File: src/hdl/nsxalu_regs.svh
`ifndef NSXALU_REGS_SVH
`define NSXALU_REGS_SVH
`define NSXALU_OP_SWAP 6'h0E
`define NSXALU_OP_SUBREG 6'h02
`define NSXALU_OP_XORLIT 6'h3A
`define NSXALU_OP_SUBLIT 5'h1E
`define NSXALU_ACC_RST 8'h00
`define NSXALU_FLAG_RST 1'h0
`define NSXALU_DEST_ACC 1'h0
`define NSXALU_DEST_REG 1'h1
`endif
File: src/hdl/nsxalu_pkg.sv
package nsxalu_pkg;
  typedef enum logic [2:0] {
    NSXALU_NOP,
    NSXALU_SWAP,
    NSXALU_XOR,
    NSXALU_SUBLIT,
    NSXALU_SUBREG
  } nsxalu_op_t;

  typedef struct packed {
    logic valid;
    logic [13:0] word;
    logic [7:0] regData;
  } nsxalu_req_t;

  typedef struct packed {
    logic wrEn;
    logic [6:0] addr;
    logic [7:0] data;
  } nsxalu_wr_t;
endpackage

File: src/hdl/nsxalu_core.sv
// Function
// - swap nibbles, leave flags unchanged
// - dest bit 0 accumulator, 1 register
// - 7-bit address, destination bit, one cycle
// - xor literal into accumulator, zero only
// - decode xor encoding, one cycle
// - carry set when difference not negative
// - negative difference clears carry, wraps
// - equal operands give zero, carry set
`include "nsxalu_regs.svh"
module nsxalu_core (
  // clock and reset
  input wire logic sys_clk,
  input wire logic rst_n,
  // decoder request
  input nsxalu_pkg::nsxalu_req_t req,
  // register file write and state
  output nsxalu_pkg::nsxalu_wr_t regWr,
  output logic [7:0] acc,
  output logic carry,
  output logic zero
);
  import nsxalu_pkg::*;

  logic rstSync1;
  logic rstSync2;
  nsxalu_op_t op;
  logic [7:0] next_acc;
  logic next_carry;
  logic next_zero;
  nsxalu_wr_t next_regWr;
  logic [7:0] result;
  logic [8:0] diff;
  logic dest;

  always_ff @(posedge sys_clk or negedge rst_n) begin
    if (!rst_n) begin
      rstSync1 <= 1'h0;
      rstSync2 <= 1'h0;
    end else begin
      rstSync1 <= 1'h1;
      rstSync2 <= rstSync1;
    end
  end

  nsxalu_decode u_decode (
    .word(req.word),
    .valid(req.valid),
    .op(op)
  );

  assign dest = req.word[7];

  always_comb begin
    next_acc = acc;
    next_carry = carry;
    next_zero = zero;
    next_regWr = '{wrEn: 1'h0, addr: req.word[6:0], data: 8'h00};
    result = 8'h00;
    diff = 9'h000;
    case (op)
      NSXALU_SWAP: begin
        result = {req.regData[3:0], req.regData[7:4]};
      end
      NSXALU_XOR: begin
        result = acc ^ req.word[7:0];
        next_zero = (result == 8'h00);
        next_acc = result;
      end
      NSXALU_SUBLIT: begin
        diff = {1'h0, req.word[7:0]} - {1'h0, acc};
        result = diff[7:0];
        next_carry = ~diff[8];
        next_zero = (result == 8'h00);
        next_acc = result;
      end
      NSXALU_SUBREG: begin
        diff = {1'h0, req.regData} - {1'h0, acc};
        result = diff[7:0];
        next_carry = ~diff[8];
        next_zero = (result == 8'h00);
      end
      default: begin
        result = 8'h00;
      end
    endcase
    if (op == NSXALU_SWAP || op == NSXALU_SUBREG) begin
      if (dest == `NSXALU_DEST_REG) begin
        next_regWr.wrEn = 1'h1;
        next_regWr.data = result;
      end else begin
        next_acc = result;
      end
    end
  end

  always_ff @(posedge sys_clk or negedge rstSync2) begin
    if (!rstSync2) begin
      acc <= `NSXALU_ACC_RST;
      carry <= `NSXALU_FLAG_RST;
      zero <= `NSXALU_FLAG_RST;
      regWr <= '0;
    end else begin
      acc <= next_acc;
      carry <= next_carry;
      zero <= next_zero;
      regWr <= next_regWr;
    end
  end
endmodule

File: src/hdl/nsxalu_decode.sv
`include "nsxalu_regs.svh"
module nsxalu_decode (
  // instruction word
  input wire logic [13:0] word,
  input wire logic valid,
  // decoded operation
  output nsxalu_pkg::nsxalu_op_t op
);
  import nsxalu_pkg::*;

  always_comb begin
    op = NSXALU_NOP;
    if (valid) begin
      if (word[13:8] == `NSXALU_OP_XORLIT) begin
        op = NSXALU_XOR;
      end else if (word[13:9] == `NSXALU_OP_SUBLIT) begin
        op = NSXALU_SUBLIT;
      end else if (word[13:8] == `NSXALU_OP_SWAP) begin
        op = NSXALU_SWAP;
      end else if (word[13:8] == `NSXALU_OP_SUBREG) begin
        op = NSXALU_SUBREG;
      end
    end
  end
endmodule

File: config.mk
export PLATFORM = sky130hd
export DESIGN_NAME = nsxalu_core
export DESIGN_NICKNAME = d
export VERILOG_FILES = /design/src/hdl/nsxalu_pkg.sv /design/src/hdl/nsxalu_core.sv /design/src/hdl/nsxalu_decode.sv
export VERILOG_INCLUDE_DIRS = /design/src /design/src/hdl
export SDC_FILE = /design/constraint.sdc
export NUM_CORES = 1
export LEC_CHECK = 0
export ABC_AREA = 1
export BUFFER_PORTS_ARGS = -buffer_cell sky130_fd_sc_hd__buf_2
export CAP_MARGIN = 20
export CORE_MARGIN = 1.5
export CORE_UTILIZATION = 48
export CTS_CLUSTER_DIAMETER = 80
export DETAILED_ROUTE_END_ITERATION = 8
export GPL_TIMING_DRIVEN = 0
export PLACE_DENSITY_LB_ADDON = 0.3
export RECOVER_POWER = 25
export SLEW_MARGIN = 20
export SYNTH_ARGS = -nofsm -noshare
export SYNTH_HDL_FRONTEND = slang
export SYNTH_SLANG_ARGS = --single-unit
File: constraint.sdc
create_clock -name sys_clk -period 0.8 [get_ports sys_clk]
set_input_delay 0.08 -clock sys_clk [delete_from_list [all_inputs] [get_ports sys_clk]]
set_output_delay 0.08 -clock sys_clk [all_outputs]
set_load 0.02 [all_outputs]
==> impl_metrics.yaml, run 1 <==
worst_setup_path:
  startpoint_type: "flip-flop"
  cp_slowest_cell: "fa_2"
  critical_path_class: "flip-flop to flip-flop"
  r2r_end: "zero$_DFFE_PN0P_"
  endpoint_kind: "flip-flop"
  r2r_slack_ns: -1.21
  critPathMaxStageDelay_ns: 0.53
  cp.required_ns: 1.03
  worstReg2RegStart: "acc[0]$_DFF_PN0_"
  worstPathArrival_ns: 2.24
  crit_fanout: 3
  crit_path_frequent_cell: "nand3_1"
  cp_cell_sequence: "ha_4, fa_2, nand2_1, a21oi_1, nand3_1, nor3_2, nand3_1, nand3_1, nand2_1, inv_1"
  rr_worst_depth: 10
sta:
  clock.fmax_ghz: 0.497
  final.min_clock_period_ns: 2.01
  skew_ns: 0.00591
  fin_ws_ns: -1.21
  setup_viol: 44
  report.final.slew_viol_count: 0
  period_share_pct: 252
  rsz0062_at_grt: "yes"
  hold_viol_final: 0
placement:
  io_buffer_count: 50
  place.gp.congestion: 0.863
  hpwl_um: 4240
route:
  drc: 0
  ant_nets: 0
  drtIter0Drc: 118
  vias: 2376
  drt_first_pass_iters: 4
  avgRoutedWirePerCell_um: 13.7
  wirelength_um: 6130
  drt-vias-per-instance: 5.30
worst_hold_path:
  min_to: "regWr[0]$_DFF_PN0_"
  hold_start: "req[15]"
  holdPathStages: 3
  hold_path_class: "primary input to flip-flop"
synthesis:
  yosys_most_used_dff: "dfrtp_1"
  avgSynthCellArea_um2: 6.89
  synth_top_area_cell: "dfrtp_1"
  synth_cells: 318
  syn_nets: 361
  synth_area_leaders: "dfrtp_1 (32%), nand2_1 (17%), ha_1 (9.1%)"
  async_flop_share_pct: 100
  ys_warn_count: 0
  synth_cell_types: 33
  syn_area_um2: 2190
  synth_top_area_share_pct: 32.0
  synthTopCellsByCount: "nand2_1 (102), inv_1 (53), dfrtp_1 (28), nand3_1 (26), nor2_1 (24)"
  yosysMostFrequentCell: "nand2_1"
  yosys_register_bits: 28
  seq_area_frac_synth_pct: 32.0
  synth_edf_count: 0
clock_network:
  cts.htree.levels: 1
  clockRootBuffer: "clkbuf_8"
  clockBufferDepth: 2
  tritoncts: "yes"
  clkTransAtPathRegs_ns: 0.10
  cts_buffers: 3
  cts_sinks: 28
  insertion_delay_ns: 0.29
floorplanning:
  die_y_um: 70.6
  die-area_um2: 4980
  die_w_um: 70.6
  ioPinCount: 51
  initial_core_util_pct: 50.0
  fp-row-count: 24
  core_area_um2: 4380
final_layout:
  layout-drive-gt1-share_pct: 42.4
  num-nets-final: 440
  synthToLayoutAreaGrowth_pct: 51.4
  utilization_pct: 75.7
  n_antenna_cell: 0
outcome:
  status: "finished with violations"
  violations: "negative setup slack"
global_routing:
  grt_pass1_wl_um: 9880
  antenna_found_initial: 0
  grt_max_degree: 27
  first_global_vias: 2233
  grt_remaining_overflow: 0
  grt_use_total_pct: 24.7
pwr:
  p_leak_uw: 0.00169
  power.density_nw_per_um2: 2450
  ir_drop_v: 0.00119
  power_uw: 8130
job:
  max_cap_viol_count: 0
-- worst max path at each step --
stage                     startpoint          endpoint  slack [ns]  cells after the start
floorplan           acc[0]$_DFF_PN0_  zero$_DFFE_PN0P_       -1.03                     10
global placement    acc[0]$_DFF_PN0_  zero$_DFFE_PN0P_       -1.13                     10
detailed placement  acc[0]$_DFF_PN0_  zero$_DFFE_PN0P_       -1.15                     10
CTS                 acc[0]$_DFF_PN0_  zero$_DFFE_PN0P_       -1.13                     10
finish              acc[0]$_DFF_PN0_  zero$_DFFE_PN0P_       -1.21                     10
global route        acc[0]$_DFF_PN0_  zero$_DFFE_PN0P_       -1.32                     10
-- routing by layer --
metal | share of wire (%) | track usage [%]
met3 | 4.8 | 2.56
met1 | 44 | 32.7
met2 | 48 | 41.9
met4 | 2.9 | 9.43
met5 | 0 | 0
-- critical path: cells and delay by family, from the launching register on --
kind                     cells  cell delay (ns)
AND/OR/NAND/NOR              6             0.60
flip-flops                   1             0.46
AO/OA/AOI/OAI                1             0.14
buffers and inverters        1             0.05
adder cells (fa/ha/maj)      2             0.71
-- cells by family (layout without fill, tap and decap cells) --
family	Yosys count	count (layout)	synth area share (%)
simple gates	181	181	37.2
buf+inv	60	138	11.0
flops	28	28	32.0
compound gates	27	27	7.59
fa+ha+maj	18	18	11.0
xor+xnor	3	3	1.20
other cells	1	1	0.171
-- layout make-up --
type / count / area [um^2]
sequential: 28 / 713
inverter: 58 / 243
clock buffer: 3 / 41.3
buffer: 2 / 22.5
fill: 311 / 1070
timing repair buffer: 74 / 637
clock inverter: 1 / 30.0
tap: 52 / 65.1
multi-input combinational: 230 / 1570
-- power by group --
group / leakage, uW / total (uW) / internal [uW] / switching, uW
logic: 0.00131 / 5070 / 2340 / 2730
registers: 0.000346 / 1900 / 1630 / 273
clock network: 0.0000357 / 1150 / 672 / 480
total: 0.00169 / 8130 / 4640 / 3480
-- registers in the layout, summed over array words and instances (netlist names) --
register / count
acc: 8
carry: 1
regWr: 16
rstSync1: 1
rstSync2: 1
zero: 1
-- cell usage in the layout, fill, tap and decap left out, drive strengths merged --
cell	instances
nand2	109
bufinv	1
fa	2
o21ai	11
dlygate4sd3	8
o211ai	1
nand3	28
nor3	2
o21a	1
conb	1
ha	16
nor2	29
dfrtp	28
nand4	3
a31oi	2
xor2	2
nor4	1
o21bai	1
a21o	1
or2	3
a21oi	9
a22oi	1
inv	58
clkbuf	5
nand3b	6
xnor2	1
buf	66
-- per-stage QoR --
stage	hold slack (ns)	TNS [ns]	setup WS [ns]	std cells	instance area [um^2]
6_report	0.0464	-20.29	-1.21	448	3320
5_1_grt	0.0527	-22.36	-1.32	448	3320
4_1_cts	0.0476	-18.92	-1.13	442	3190
3_5_place_dp	-0.135	-16.86	-1.15	420	2710
3_3_place_gp	-0.135	-16.48	-1.13	420	2710
2_1_floorplan	-0.216	-14.43	-1.03	318	2390
-- timing repair --
item / 4_1_cts / 5_1_grt
pin swaps: 15 / 26
hold endpoints to repair: 9 / 0
endpoints found under the setup margin: 44 / 60
buffers inserted: 10 / 6
hold buffers: 8 / 0
gates resized for setup: 77 / 30
Note: power is estimated with default switching activity, not from simulation.
==> run 2: changes to the inputs <==
CELL_PAD_IN_SITES_DETAIL_PLACEMENT = 1   (was unset)
CELL_PAD_IN_SITES_GLOBAL_PLACEMENT = 1   (was unset)
CORE_UTILIZATION = 34   (was 48)
==> impl_metrics.yaml, run 2 (same netlist as run 1, synthesis figures left out) <==
worst_setup_path:
  cp_cell_sequence: "ha_4, fa_2, nand2_1, a21oi_2, nand3_1, nor3_2, nand3_1, nand3_1, nand2_1, inv_1"
  cp_slowest_cell: "fa_2"
  r2r_slack_ns: -1.24
  endpoint_kind: "flip-flop"
  worstPathArrival_ns: 2.27
  crit_fanout: 3
  cp.required_ns: 1.04
  startpoint_type: "flip-flop"
  crit_path_frequent_cell: "nand3_1"
  critPathMaxStageDelay_ns: 0.54
  critical_path_class: "flip-flop to flip-flop"
sta:
  report.final.slew_viol_count: 0
  period_share_pct: 254
  skew_ns: 0.00416
  hold_viol_final: 0
  rsz0062_at_grt: "yes"
  setup_viol: 44
  fin_ws_ns: -1.24
  final.min_clock_period_ns: 2.04
  fin_hold_ws_ns: 0.0601
  clock.fmax_ghz: 0.491
  fin_tns_setup_ns: -21.59
floorplanning:
  core_area_um2: 6280
  die_y_um: 83.3
  die-area_um2: 6940
  ioPinCount: 51
  initial_core_util_pct: 34.9
  fp-row-count: 29
  die_w_um: 83.3
global_routing:
  grt_remaining_overflow: 0
  grt_use_total_pct: 22.1
  antenna_found_initial: 0
  grt_max_degree: 27
  grt_pass1_wl_um: 12300
  first_global_vias: 2571
placement:
  dpl_cell_area_um2: 2740
  dp.cells: 445
  hpwl_um: 5360
  io_buffer_count: 50
  place.gp.congestion: 0.814
clock_network:
  cts_buffers: 3
  clkTransAtPathRegs_ns: 0.10
  clockRootBuffer: "clkbuf_8"
  insertion_delay_ns: 0.29
  cts.htree.levels: 1
  cts_sinks: 28
  tritoncts: "yes"
  clockBufferDepth: 2
final_layout:
  fillers: 781
  regMostFlops: "regWr"
  n_antenna_cell: 0
  stdcell_count: 478
  largest_register_ffs: 16
  reg_top3: "regWr: 16 flops, acc: 8 flops"
  stdcell_area_um2: 3410
  layout-drive-gt1-share_pct: 43.9
  utilization_pct: 54.3
  mostFrequentLayoutCells: "nand2_1 (82), inv_1 (41), buf_6 (33)"
  num-nets-final: 445
  synthToLayoutAreaGrowth_pct: 55.6
  layout_commonest_cell: "nand2_1"
outcome:
  violations: "negative setup slack"
  status: "finished with violations"
job:
  max_cap_viol_count: 0
pwr:
  p_sw_share_pct: 45.3
  ir_drop_v: 0.00129
  clkPwrFrac_pct: 11.1
  p_leak_uw: 0.00171
  combPwrFrac_pct: 66.0
  seqPwrFrac_pct: 22.9
  internal_power_uw: 4610
  power.density_nw_per_um2: 2470
  p_switching_uw: 3810
route:
  vias: 2408
  ant_nets: 0
  drtIter0Drc: 62
  drt-vias-per-instance: 5.04
  avgRoutedWirePerCell_um: 16.1
  wirelength_um: 7690
  drt_first_pass_iters: 4
  drc: 0
worst_hold_path:
  hold_path_class: "primary input to flip-flop"
==> run 2: cell types whose count changed in the layout (fill, tap and decap cells not counted), moves of 2 or more <==
| cell | previous run | this run |
|---|---|---|
| buf_2 | 22 | 17 |
| buf_4 | 10 | 17 |
| nand2_1 | 87 | 82 |
| o21ai_1 | 7 | 5 |
| nor2_2 | 9 | 7 |
| nand2_4 | 3 | 5 |
| nand2_2 | 19 | 22 |
| clkbuf_1 | 1 | 6 |
==> run 2: timing repair <==
| action | CTS | global route |
|---|---|---|
| hold buffers | 8 | 0 |
| resized for setup | 86 | 34 |
| hold endpoints to repair | 9 | 0 |
| setup endpoints to repair | 49 | 45 |
| setup buffers | 12 | 10 |
| pin swaps | 22 | 15 |
==> run 2: power groups by stage <==
stage                     registers (uW)  clock network [uW]  logic [uW]
after detailed placement            1900                   0        3900
final                               1930                 934        5560
after CTS                           1910                 962        4900
after global routing                1960                 969        6100
after global placement              1880                   0        3750
after floorplan                     2070                   0        2660
==> run 2: final timing paths <==
check	end	cells past startpoint	startpoint
worst min-delay path	regWr[0]$_DFF_PN0_	3	req[15]
worst min register to register	regWr[2]$_DFF_PN0_	0	rstSync2$_DFF_PN0_
min in group asynchronous	rstSync1$_DFF_PN0_	2	rst_n
worst max register to register	zero$_DFFE_PN0P_	10	acc[0]$_DFF_PN0_
max in group asynchronous	acc[6]$_DFF_PN0_	0	rstSync2$_DFF_PN0_
worst max-delay path	zero$_DFFE_PN0P_	10	acc[0]$_DFF_PN0_
==> run 2: metrics by stage <==
stage	setup WS [ns]	total power (uW)
after floorplan	-1.03	4720
after global placement	-1.17	5630
after detailed placement	-1.19	5790
after CTS	-1.16	7770
after global routing	-1.30	9020
final	-1.24	8430
==> run 2: cell type report <==
type,count,area (um^2),share of cell area [%]
sequential,28,713,20.9
clock buffer,4,55.1,1.61
buffer,2,22.5,0.660
inverter,58,245,7.19
timing repair buffer,79,664,19.5
tap,77,96.3,2.82
multi-input combinational,230,1610,47.3
==> run 2: routing by layer <==
layer	GRT usage [%]	part of all wire, %	vias up
li1	-	-	1161
met1	26.3	42	1183
met2	41.8	54	54
met3	2.19	2.8	10
met4	6.67	1.6	0
met5	0	0	-
==> run 2: critical path: cells and delay by family, from the launching register on <==
| family | cells | cell delay [ns] |
|---|---|---|
| and+or+nand+nor | 6 | 0.61 |
| AOI/OAI and AO/OA | 1 | 0.12 |
| buffers and inverters | 1 | 0.04 |
| DFF | 1 | 0.48 |
| adders and majority gates | 2 | 0.73 |
